$ cat src/common/diag_cfg_pkg.sv
// constants for the bias fault-diagnostics configuration bank
// assumes an 8-bit register port with a 7-bit register address
package diag_cfg_pkg;

	// ----------------------------------------
	// register offsets
	// ----------------------------------------
	localparam logic [6:0] PWRDN_OFFSET    = 7'h50;
	localparam logic [6:0] OV_SB_OFFSET    = 7'h51;
	localparam logic [6:0] IN_SB_OFFSET    = 7'h52;
	localparam logic [6:0] MON_EN_OFFSET   = 7'h53;
	localparam logic [6:0] FILT_OFFSET     = 7'h54;

	// ----------------------------------------
	// reset values
	// ----------------------------------------
	localparam logic [7:0] PWRDN_RESET     = 8'h88;
	localparam logic [7:0] OV_SB_RESET     = 8'h40;
	localparam logic [7:0] IN_SB_RESET     = 8'h44;
	localparam logic [7:0] MON_EN_RESET    = 8'h00;
	localparam logic [7:0] FILT_RESET      = 8'h48;

	// ----------------------------------------
	// field positions, power-down register
	// ----------------------------------------
	localparam int SHORT_BIT      = 7;
	localparam int OVERCUR_BIT    = 6;
	localparam int UNDERCUR_BIT   = 5;
	localparam int OVERVOLT_BIT   = 4;
	localparam int OVERTEMP_BIT   = 3;
	localparam int MANUAL_BIT     = 2;
	localparam int AUTO_BIT       = 1;
	localparam int SHORT_DIS_BIT  = 0;

	// ----------------------------------------
	// field positions and writable masks
	// ----------------------------------------
	localparam int OV_SB_LSB      = 5;
	localparam int PIN_BIAS_LSB   = 5;
	localparam int PIN_OV_LSB     = 2;
	localparam int FORCE_BIT      = 7;
	localparam int LOAD_BIT       = 6;
	localparam int BIAS_BIT       = 5;
	localparam int BATT_BIT       = 4;
	localparam int TEMP_BIT       = 3;
	localparam int AVDD_BIT       = 2;
	localparam int AUX_BIT        = 1;
	localparam logic [7:0] OV_SB_WMASK  = 8'hE0;
	localparam logic [7:0] IN_SB_WMASK  = 8'hFC;
	localparam logic [7:0] MON_EN_WMASK = 8'hFE;
	localparam logic [7:0] FILT_WMASK   = 8'h7F;

	// ----------------------------------------
	// recovery timing
	// ----------------------------------------
	localparam int         RECHECK_NS     = 1000;
	localparam int         CLK_NS         = 25;
	localparam logic [7:0] RECHECK_CYCLES = 8'(RECHECK_NS / CLK_NS);

	typedef enum logic [1:0] {
		ST_ON      = 2'b00,
		ST_OFF     = 2'b01,
		ST_RECHECK = 2'b10
	} bias_state_type;

endpackage

$ cat src/verilog/mic_bias_fault_diag_config.sv
// register bank and bias power-down control for the fault monitor
// assumes fault inputs are asynchronous levels; register port is on clk_i
// Overview of operation
// - short fault turns bias off when its power-down bit is set; resets to 1
// - high-current fault turns bias off when its bit is set; resets to 0
// - low-current fault turns bias off when its bit is set; resets to 0
// - overvoltage fault turns bias off when its bit is set; resets to 0
// - overtemperature fault turns bias off when its bit is set; resets to 1
// - writing 1 to manual recovery rechecks faults and repowers if clear
// - auto-recovery bit, reset 0, lets the device recover by itself
// - short detection runs while disable bit is 0, stops when 1
// - bits 7-5 give overvoltage lower-boundary safeband, N times 30 mV
// - bits 7-5, reset 010b, give pin-to-bias upper safeband, N times 30 mV
// - bits 4-2, reset 001b, give pin overvoltage safeband; avoid codes 2-7
// - force-enable 0 auto-enables the four monitors when any input diag runs
// - individual enables of those four monitors apply only when force-enable is 1
// - analog supply monitor follows its own bit, reset 0
// - auxiliary analog monitor follows its own bit, reset 0
`timescale 1ns/100ps
`default_nettype none

module mic_bias_fault_diag_config
	import diag_cfg_pkg::*;
(
	input  wire logic       clk_i,
	input  wire logic       arst_n_i,
	input  wire logic [6:0] reg_addr_i,
	input  wire logic [7:0] reg_wdata_i,
	input  wire logic       reg_wr_i,
	output var  logic [7:0] reg_rdata_o,
	input  wire logic       bias_req_i,
	input  wire logic       input_diag_any_i,
	input  wire logic       fault_short_i,
	input  wire logic       fault_overcur_i,
	input  wire logic       fault_undercur_i,
	input  wire logic       fault_overvolt_i,
	input  wire logic       fault_overtemp_i,
	output logic            bias_enable_o,
	output logic            bias_fault_off_o,
	output logic            short_detect_en_o,
	output logic [2:0]      bias_ov_safeband_o,
	output logic [2:0]      pin_to_bias_safeband_o,
	output logic [2:0]      pin_ov_safeband_o,
	output logic            load_monitor_en_o,
	output logic            bias_monitor_en_o,
	output logic            battery_monitor_en_o,
	output logic            temp_monitor_en_o,
	output logic            analog_supply_monitor_en_o,
	output logic            aux_analog_monitor_en_o,
	output logic [7:0]      supply_filter_o
);

	// ----------------------------------------
	// reset release
	// ----------------------------------------
	// two stages so a release near an edge cannot split the bank
	logic rst_meta_q;
	logic rst_n_q;

	always_ff @(posedge clk_i or negedge arst_n_i) begin
		if (!arst_n_i) begin
			rst_meta_q <= 1'b0;
			rst_n_q    <= 1'b0;
		end else begin
			rst_meta_q <= 1'b1;
			rst_n_q    <= rst_meta_q;
		end
	end

	// ----------------------------------------
	// fault input synchronisers
	// ----------------------------------------
	logic [4:0] fault_raw;
	logic [4:0] fault_meta_q;
	logic [4:0] fault_q;

	assign fault_raw = {fault_short_i, fault_overcur_i, fault_undercur_i,
			fault_overvolt_i, fault_overtemp_i};

	always_ff @(posedge clk_i or negedge rst_n_q) begin
		if (!rst_n_q) begin
			fault_meta_q <= 5'h00;
			fault_q      <= 5'h00;
		end else begin
			fault_meta_q <= fault_raw;
			fault_q      <= fault_meta_q;
		end
	end

	// ----------------------------------------
	// register file
	// ----------------------------------------
	logic [7:0] pwrdn_q;
	logic [7:0] ov_sb_q;
	logic [7:0] in_sb_q;
	logic [7:0] mon_en_q;
	logic [7:0] filt_q;
	logic       manual_q;
	logic       manual_done;

	// ----------------------------------------
	// write decode
	// ----------------------------------------
	// unmapped offsets decode to no write at all
	wire wr_pwrdn  = reg_wr_i && (reg_addr_i == PWRDN_OFFSET);
	wire wr_ov_sb  = reg_wr_i && (reg_addr_i == OV_SB_OFFSET);
	wire wr_in_sb  = reg_wr_i && (reg_addr_i == IN_SB_OFFSET);
	wire wr_mon_en = reg_wr_i && (reg_addr_i == MON_EN_OFFSET);
	wire wr_filt   = reg_wr_i && (reg_addr_i == FILT_OFFSET);
	wire manual_set = wr_pwrdn && reg_wdata_i[MANUAL_BIT];

	// reserved bits keep their reset value whatever is written
	wire [7:0] ov_sb_d  = (reg_wdata_i & OV_SB_WMASK) | (OV_SB_RESET & ~OV_SB_WMASK);
	wire [7:0] in_sb_d  = (reg_wdata_i & IN_SB_WMASK) | (IN_SB_RESET & ~IN_SB_WMASK);
	wire [7:0] mon_en_d = (reg_wdata_i & MON_EN_WMASK) | (MON_EN_RESET & ~MON_EN_WMASK);
	wire [7:0] filt_d   = (reg_wdata_i & FILT_WMASK) | (FILT_RESET & ~FILT_WMASK);

	// ----------------------------------------
	// power-down and recovery control
	// ----------------------------------------
	// bit 2 is stored but read back from the recovery flag below
	always_ff @(posedge clk_i or negedge rst_n_q) begin
		if (!rst_n_q) begin
			pwrdn_q <= PWRDN_RESET;
		end else if (wr_pwrdn) begin
			pwrdn_q <= reg_wdata_i;
		end
	end

	// ----------------------------------------
	// bias overvoltage safeband
	// ----------------------------------------
	always_ff @(posedge clk_i or negedge rst_n_q) begin
		if (!rst_n_q) begin
			ov_sb_q <= OV_SB_RESET;
		end else if (wr_ov_sb) begin
			ov_sb_q <= ov_sb_d;
		end
	end

	// ----------------------------------------
	// input pin safebands
	// ----------------------------------------
	always_ff @(posedge clk_i or negedge rst_n_q) begin
		if (!rst_n_q) begin
			in_sb_q <= IN_SB_RESET;
		end else if (wr_in_sb) begin
			in_sb_q <= in_sb_d;
		end
	end

	// ----------------------------------------
	// monitor channel enable register
	// ----------------------------------------
	always_ff @(posedge clk_i or negedge rst_n_q) begin
		if (!rst_n_q) begin
			mon_en_q <= MON_EN_RESET;
		end else if (wr_mon_en) begin
			mon_en_q <= mon_en_d;
		end
	end

	// ----------------------------------------
	// supply filter register
	// ----------------------------------------
	always_ff @(posedge clk_i or negedge rst_n_q) begin
		if (!rst_n_q) begin
			filt_q <= FILT_RESET;
		end else if (wr_filt) begin
			filt_q <= filt_d;
		end
	end

	// ----------------------------------------
	// recovery request
	// ----------------------------------------
	// self-clearing recovery request; a new write wins over completion
	always_ff @(posedge clk_i or negedge rst_n_q) begin
		if (!rst_n_q)
			manual_q <= 1'b0;
		else if (manual_set)
			manual_q <= 1'b1;
		else if (manual_done)
			manual_q <= 1'b0;
	end

	// ----------------------------------------
	// read mux
	// ----------------------------------------
	logic [7:0] pwrdn_rd;

	assign pwrdn_rd = {pwrdn_q[7:3], manual_q, pwrdn_q[1:0]};

	always_comb begin
		unique case (reg_addr_i)
			PWRDN_OFFSET:  reg_rdata_o = pwrdn_rd;
			OV_SB_OFFSET:  reg_rdata_o = ov_sb_q;
			IN_SB_OFFSET:  reg_rdata_o = in_sb_q;
			MON_EN_OFFSET: reg_rdata_o = mon_en_q;
			FILT_OFFSET:   reg_rdata_o = filt_q;
			default:       reg_rdata_o = 8'h00;
		endcase
	end

	// ----------------------------------------
	// fault qualification
	// ----------------------------------------
	logic short_seen;
	logic trip;

	logic [4:0] fault_seen;
	logic [4:0] fault_arm;
	logic [4:0] fault_trip;

	assign short_detect_en_o = ~pwrdn_q[SHORT_DIS_BIT];
	assign short_seen = fault_q[4] & short_detect_en_o;
	assign fault_seen = {short_seen, fault_q[3:0]};
	assign fault_arm  = {pwrdn_q[SHORT_BIT], pwrdn_q[OVERCUR_BIT], pwrdn_q[UNDERCUR_BIT],
			pwrdn_q[OVERVOLT_BIT], pwrdn_q[OVERTEMP_BIT]};

	// ----------------------------------------
	// per-fault arming
	// ----------------------------------------
	// each kind trips only while its own power-down bit is set
	for (genvar g = 0; g < 5; g++) begin : g_fault_trip
		assign fault_trip[g] = fault_seen[g] & fault_arm[g];
	end

	assign trip = |fault_trip;

	// ----------------------------------------
	// bias power-down state machine
	// ----------------------------------------
	bias_state_type state_q;
	bias_state_type state_d;
	logic [7:0]     wait_q;
	logic [7:0]     wait_d;
	logic           recheck_end;

	// recheck waits so the fault inputs settle before judging them
	assign recheck_end = (state_q == ST_RECHECK) && (wait_q == 8'h00);
	assign manual_done = recheck_end && manual_q;

	always_comb begin
		state_d = state_q;
		wait_d  = wait_q;
		unique case (state_q)
			ST_ON: begin
				if (trip)
					state_d = ST_OFF;
			end
			ST_OFF: begin
				if (manual_q || pwrdn_q[AUTO_BIT]) begin
					state_d = ST_RECHECK;
					wait_d  = RECHECK_CYCLES - 8'h01;
				end
			end
			ST_RECHECK: begin
				if (wait_q != 8'h00)
					wait_d = wait_q - 8'h01;
				else if (trip)
					state_d = ST_OFF;
				else
					state_d = ST_ON;
			end
			default: begin
				state_d = ST_OFF;
			end
		endcase
	end

	// state register
	always_ff @(posedge clk_i or negedge rst_n_q) begin
		if (!rst_n_q) begin
			state_q <= ST_ON;
		end else begin
			state_q <= state_d;
		end
	end

	// ----------------------------------------
	// recheck settling counter
	// ----------------------------------------
	always_ff @(posedge clk_i or negedge rst_n_q) begin
		if (!rst_n_q) begin
			wait_q <= 8'h00;
		end else begin
			wait_q <= wait_d;
		end
	end

	// ----------------------------------------
	// outputs
	// ----------------------------------------
	logic auto_monitors;

	assign bias_fault_off_o = (state_q != ST_ON);
	assign bias_enable_o    = bias_req_i & (state_q == ST_ON);

	// ----------------------------------------
	// safeband fields
	// ----------------------------------------
	assign bias_ov_safeband_o     = ov_sb_q[OV_SB_LSB +: 3];
	assign pin_to_bias_safeband_o = in_sb_q[PIN_BIAS_LSB +: 3];
	assign pin_ov_safeband_o      = in_sb_q[PIN_OV_LSB +: 3];

	// ----------------------------------------
	// monitor channel enables
	// ----------------------------------------
	logic [3:0] mon_own;
	logic [3:0] mon_en;

	assign mon_own = {mon_en_q[LOAD_BIT], mon_en_q[BIAS_BIT], mon_en_q[BATT_BIT],
			mon_en_q[TEMP_BIT]};

	// forced mode hands the four monitors to their own bits
	assign auto_monitors = ~mon_en_q[FORCE_BIT] & input_diag_any_i;
	for (genvar m = 0; m < 4; m++) begin : g_monitor
		assign mon_en[m] = mon_en_q[FORCE_BIT] ? mon_own[m] : auto_monitors;
	end

	assign load_monitor_en_o    = mon_en[3];
	assign bias_monitor_en_o    = mon_en[2];
	assign battery_monitor_en_o = mon_en[1];
	assign temp_monitor_en_o    = mon_en[0];

	// ----------------------------------------
	// monitors outside the force scheme
	// ----------------------------------------
	assign analog_supply_monitor_en_o = mon_en_q[AVDD_BIT];
	assign aux_analog_monitor_en_o    = mon_en_q[AUX_BIT];
	assign supply_filter_o            = filt_q;

endmodule // mic_bias_fault_diag_config

`default_nettype wire

$ cat config.mk
export PLATFORM = sky130hd
export DESIGN_NAME = mic_bias_fault_diag_config
export DESIGN_NICKNAME = d
export VERILOG_FILES = /design/src/common/diag_cfg_pkg.sv /design/src/verilog/mic_bias_fault_diag_config.sv
export SDC_FILE = /design/constraint.sdc
export NUM_CORES = 1
export LEC_CHECK = 0
export ABC_AREA = 1
export BUFFER_PORTS_ARGS = -buffer_cell sky130_fd_sc_hd__clkbuf_2
export CORE_MARGIN = 1
export CORE_UTILIZATION = 40
export CTS_BUF_LIST = sky130_fd_sc_hd__clkbuf_16
export DETAILED_ROUTE_END_ITERATION = 16
export PLACE_DENSITY_LB_ADDON = 0.12
export SYNTH_ARGS = -nofsm -noshare
export SYNTH_HDL_FRONTEND = slang
export SYNTH_SLANG_ARGS = --single-unit
$ cat constraint.sdc
create_clock -name clk_i -period 2.2 [get_ports clk_i]
set_input_delay 0.44 -clock clk_i [delete_from_list [all_inputs] [get_ports clk_i]]
set_output_delay 0.44 -clock clk_i [all_outputs]
set_load 0.03 [all_outputs]
Yosys cells after proc, flatten, opt, wreduce, memory -nomap -nowiden
Index checks and enable logic that the tools add are counted.
{"block": "word_totals", "regBits": 54, "inputBits": 25, "out_inout_bits": 34, "wordCells": 67}
{"block": "classes", "n_addsub": 1, "n_eq_ne": 11, "n_mux": 15, "bitwise_logic": 10, "n_reduce_logical": 18}
{"cell": "8-bit case mux with 5 select lines", "n": 1}
{"cell": "7-bit equality test, second input constant", "n": 5}
{"cell": "8-bit two-way mux", "n": 2}
{"cell": "8-bit case mux with 2 select lines", "n": 1}
{"cell": "1-bit AND", "n": 8}
{"cell": "1-bit logical AND", "n": 8}
{"cell": "8-bit logical NOT", "n": 1}
{"cell": "8-bit nonzero test", "n": 1}
{"cell": "8-bit by 1-bit subtractor with 8-bit output, second input constant", "n": 1}
{"cell": "1-bit two-way mux", "n": 7}
{"cell": "2-bit two-way mux", "n": 3}
{"cell": "2-bit inequality test, second input constant", "n": 3}
{"cell": "2-bit case mux with 3 select lines", "n": 1}
{"cell": "3-bit AND reduction", "n": 2}
{"cell": "2-bit nonzero test", "n": 3}
{"cell": "5-bit OR reduction", "n": 1}
{"cell": "2-bit by 1-bit equality test with 1-bit output, second input constant", "n": 1}
{"cell": "2-bit equality test, second input constant", "n": 1}
{"cell": "2-bit logical NOT", "n": 1}
{"cell": "2-bit by 1-bit inequality test with 1-bit output, second input constant", "n": 1}
{"cell": "1-bit inverter", "n": 2}
{"cell": "1-bit logical OR", "n": 1}

Longest topological paths before layout
{"block": "depth", "ltp_word": 7, "ltp_mapped": 9, "depth_no_buf": 9}

Worst setup path after synthesis
Ideal clock, no wire load.
{"block": "synth_path", "kind": "input to output", "startpoint": "input port reg_addr_i[1]", "endpoint": "output port reg_rdata_o[1]", "arrival_time_ps": 1604, "required_ps": 1760, "setup_slack_ps": 156, "stages": 5, "path_buffers": 0, "path_cell_list": "inv_1 > nand2_1 > nor3_4 > nand2_4 > o211ai_1"}
{"block": "synth_between", "elab_chain_cells": 2, "elab_cells_between_ends": 6, "classes_between": "eq/ne: 5; mux: 1"}
{"item": "start: declaration", "line_no": "mic_bias_fault_diag_config.sv:27", "text": "input wire logic [6:0] reg_addr_i,"}
{"item": "7-bit equality test", "line_no": "mic_bias_fault_diag_config.sv:195", "text": "unique case (reg_addr_i)"}
{"item": "8-bit case mux with 5 select lines *", "line_no": "mic_bias_fault_diag_config.sv:195"}
{"item": "end: declaration", "line_no": "mic_bias_fault_diag_config.sv:30", "text": "output var logic [7:0] reg_rdata_o,"}
Mark *: on every way between the ends. The rest lies on a longest branch, timed or not.

Worst setup path after layout
Ends and elaborated chain as after synthesis.

==> impl_metrics.ini <==
[clocking]
cts_made_buffers = 5
cts_sinks = 53
clkTransAtPathRegs_ns = 0.07
clk_latency_ns = 0.29
htreeDepth = 2
cts-root-buf = clkbuf_16
cts_tree = done
cts_buffer_depth = 2

[layout]
finish.instance_area_mm2 = 0.00321
nets = 415
area_growth_pct = 23.6
fin_cells = 464
final_common_cell = nand2_1
antenna_cells = 0
final_cell_mix = 97 x nand2_1, 56 x clkbuf_2, 45 x dfrtp_1
drive_gt1_share_pct = 24.9

[global_routing]
antenna_found_initial = 0
grt_use_total_pct = 20.4
overflow = 0
grt_pass1_vias = 2016
grt_pass1_wl_um = 10100
grt_max_degree = 29

[routing]
wl_per_cell_um = 13.5
drc = 0
num_vias = 2316
drt_first_pass_iters = 4
routed_wl_um = 6270
vias_per_cell = 4.99
ant_nets = 0
drt_iter0_markers = 148

[sta]
fin_setup_tns_ns = 0
fmax_ghz = 0.475
fin_crit_sh_pct = 95.6
hold_viol = 0
relSlewSlack_pct = 58.1
setup_viol = 0
fin_skew_ns = 0.00261
layout_min_cycle_time_ns = 2.10
tightest_slew_ns = 0.628
timing.final.ws_setup_ns = 0.0959
drv_slew = 0
rsz0062_at_grt = false

[yosys]
synth_ff_type = dfrtp_1
synth_area_mm2 = 0.00259
syn_nets = 346
synth_area_per_cell_um2 = 8.13
synth-async-reset-ratio_pct = 100
netlist_instances = 319
seq_area_frac_synth_pct = 51.5
ys_seq_elements = 53
ys_types = 24
synth_warnings = 0
synth_edf_count = 0

[die]
fp.dieW_um = 82.5
start_util_pct = 42.5
core_area_mm2 = 0.00610
dieArea_mm2 = 0.00681
ios = 59
row_count = 28
dieHeight_um = 82.5

[critical_path]
arrival_ns = 1.66
critPathMaxFanout = 4
end_kind = primary output
critPathLaunchType = input pin
path_class = input pin to primary output
crit_required_ns = 1.76

[placement]
gp_congestion = 0.877
placed_cells = 453
dpl.hpwl_um = 4740
io_buffers = 57
placed_area_mm2 = 0.00301
dp_slack_ns = 0.120

[power_and_ir_drop]
p_int_mw = 1.84
p_total_mw = 2.75
pwr-share-clk_pct = 33.1
p_comb_share_pct = 22.7
power.share.switching_pct = 32.9
ir_drop_v = 0.000507
p_per_area_mw_per_mm2 = 856
p_leak_nw = 1.72
power.switching_mw = 0.902
seq_power_share_pct = 44.1

[outcome]
outcome = completed

[worst_hold_path]
min_path_type = input pin to flop

[job]
maxCapViolations = 0
[final timing paths]
check | from | endpoint | slack [ns] | depth (start not counted)
max in group asynchronous | rst_n_q | ov_sb_q[6] | 1.20 | 1
worst min register to register | rst_n_q | fault_meta_q[4] | 0.29 | 0
worst min-delay path | fault_overvolt_i | fault_meta_q[1] | 0.25 | 1
min in group asynchronous | rst_n_q | fault_meta_q[4] | 0.29 | 0
worst max register to register | wait_q[0] | wait_q[5] | 0.50 | 9
worst max-delay path | reg_addr_i[1] | reg_rdata_o[1] | 0.1 | 8
[Yosys cell counts (2+ instances only)]
master / instances / share of area (%)
xor2_1: 2 / 0.68
dfrtp_1: 46 / 44
nor2_4: 3 / 1.3
dfstp_2: 7 / 7.1
nand3_1: 39 / 7.5
buf_2: 2 / 0.39
conb_1: 2 / 0.29
ha_1: 2 / 0.97
nand2_1: 97 / 14
buf_4: 3 / 0.87
nor2_1: 26 / 3.8
nand2_4: 3 / 1.3
nor3_4: 3 / 1.9
o211ai_1: 2 / 0.58
nand4_1: 8 / 1.9
inv_1: 35 / 5.1
o21ai_0: 32 / 6.2
[stage by stage]
stage	util, %	hold slack [ns]
finish	52.6	0.252
global route	52.6	0.236
CTS	52.3	0.243
detailed placement	49.3	0.228
global placement	49.3	0.228
floorplan	-	0.144
[area by class of cell]
type,count,area [um^2]
multi-input combinational,223,1070
clock inverter,3,50.0
tap,75,93.8
sequential,53,1340
inverter,36,135
clock buffer,5,125
fill,634,2890
timing repair buffer,69,390
[routing by layer]
| metal | GRT usage (%) | vias to the layer above | share of wire [%] |
|---|---|---|---|
| met1 | 29.8 | 1085 | 48 |
| met3 | 3.74 | 2 | 6.0 |
| met5 | 0 | - | 0 |
| li1 | - | 1160 | - |
| met2 | 30.9 | 69 | 45 |
| met4 | 5.34 | 0 | 0.53 |
[cell families (layout without fill, tap and decap cells)]
logic type / count (synthesis) / after routing / synth area share, %
XOR/XNOR: 2 / 2 / 0.676
flip-flops: 53 / 53 / 51.5
adder cells (fa/ha/maj): 2 / 2 / 0.965
buffers and inverters: 43 / 113 / 7.05
AND/OR/NAND/NOR: 181 / 181 / 32.2
other: 2 / 2 / 0.290
AO/OA/AOI/OAI: 36 / 36 / 7.29
[critical path: stages]
cell and delay, ns:
clkbuf_2 0.08, inv_1 0.17, nand2_1 0.14, nor3_4 0.21, buf_4 0.17, nand2_4 0.05, o211ai_1 0.18, buf_2 0.23
[power groups by stage]
stage	Clock (mW)	Sequential (mW)	Combinational [mW]
finish	0.910	1.21	0.624
global route	0.974	1.23	0.715
CTS	0.940	1.21	0.629
detailed placement	0	1.23	0.625
global placement	0	1.23	0.616
floorplan	0	1.27	0.377
[what timing repair did]
item                                    in CTS  in global routing
endpoints found under the setup margin       0                  2
resized for setup                            0                  2
hold buffers                                 1                  0
buffers inserted                             0                  2
hold endpoints to repair                     2                  0
[flip-flops by register name (all words and copies together) (netlist names)]
signal,flops
pwrdn_q,7
wait_q,8
state_q,2
ov_sb_q,3
fault_q,5
rst_n_q,1
in_sb_q,6
mon_en_q,7
manual_q,1
supply_filter_o,7
fault_meta_q,5
rst_meta_q,1
No activity file was read; power rests on OpenSTA's default activity.
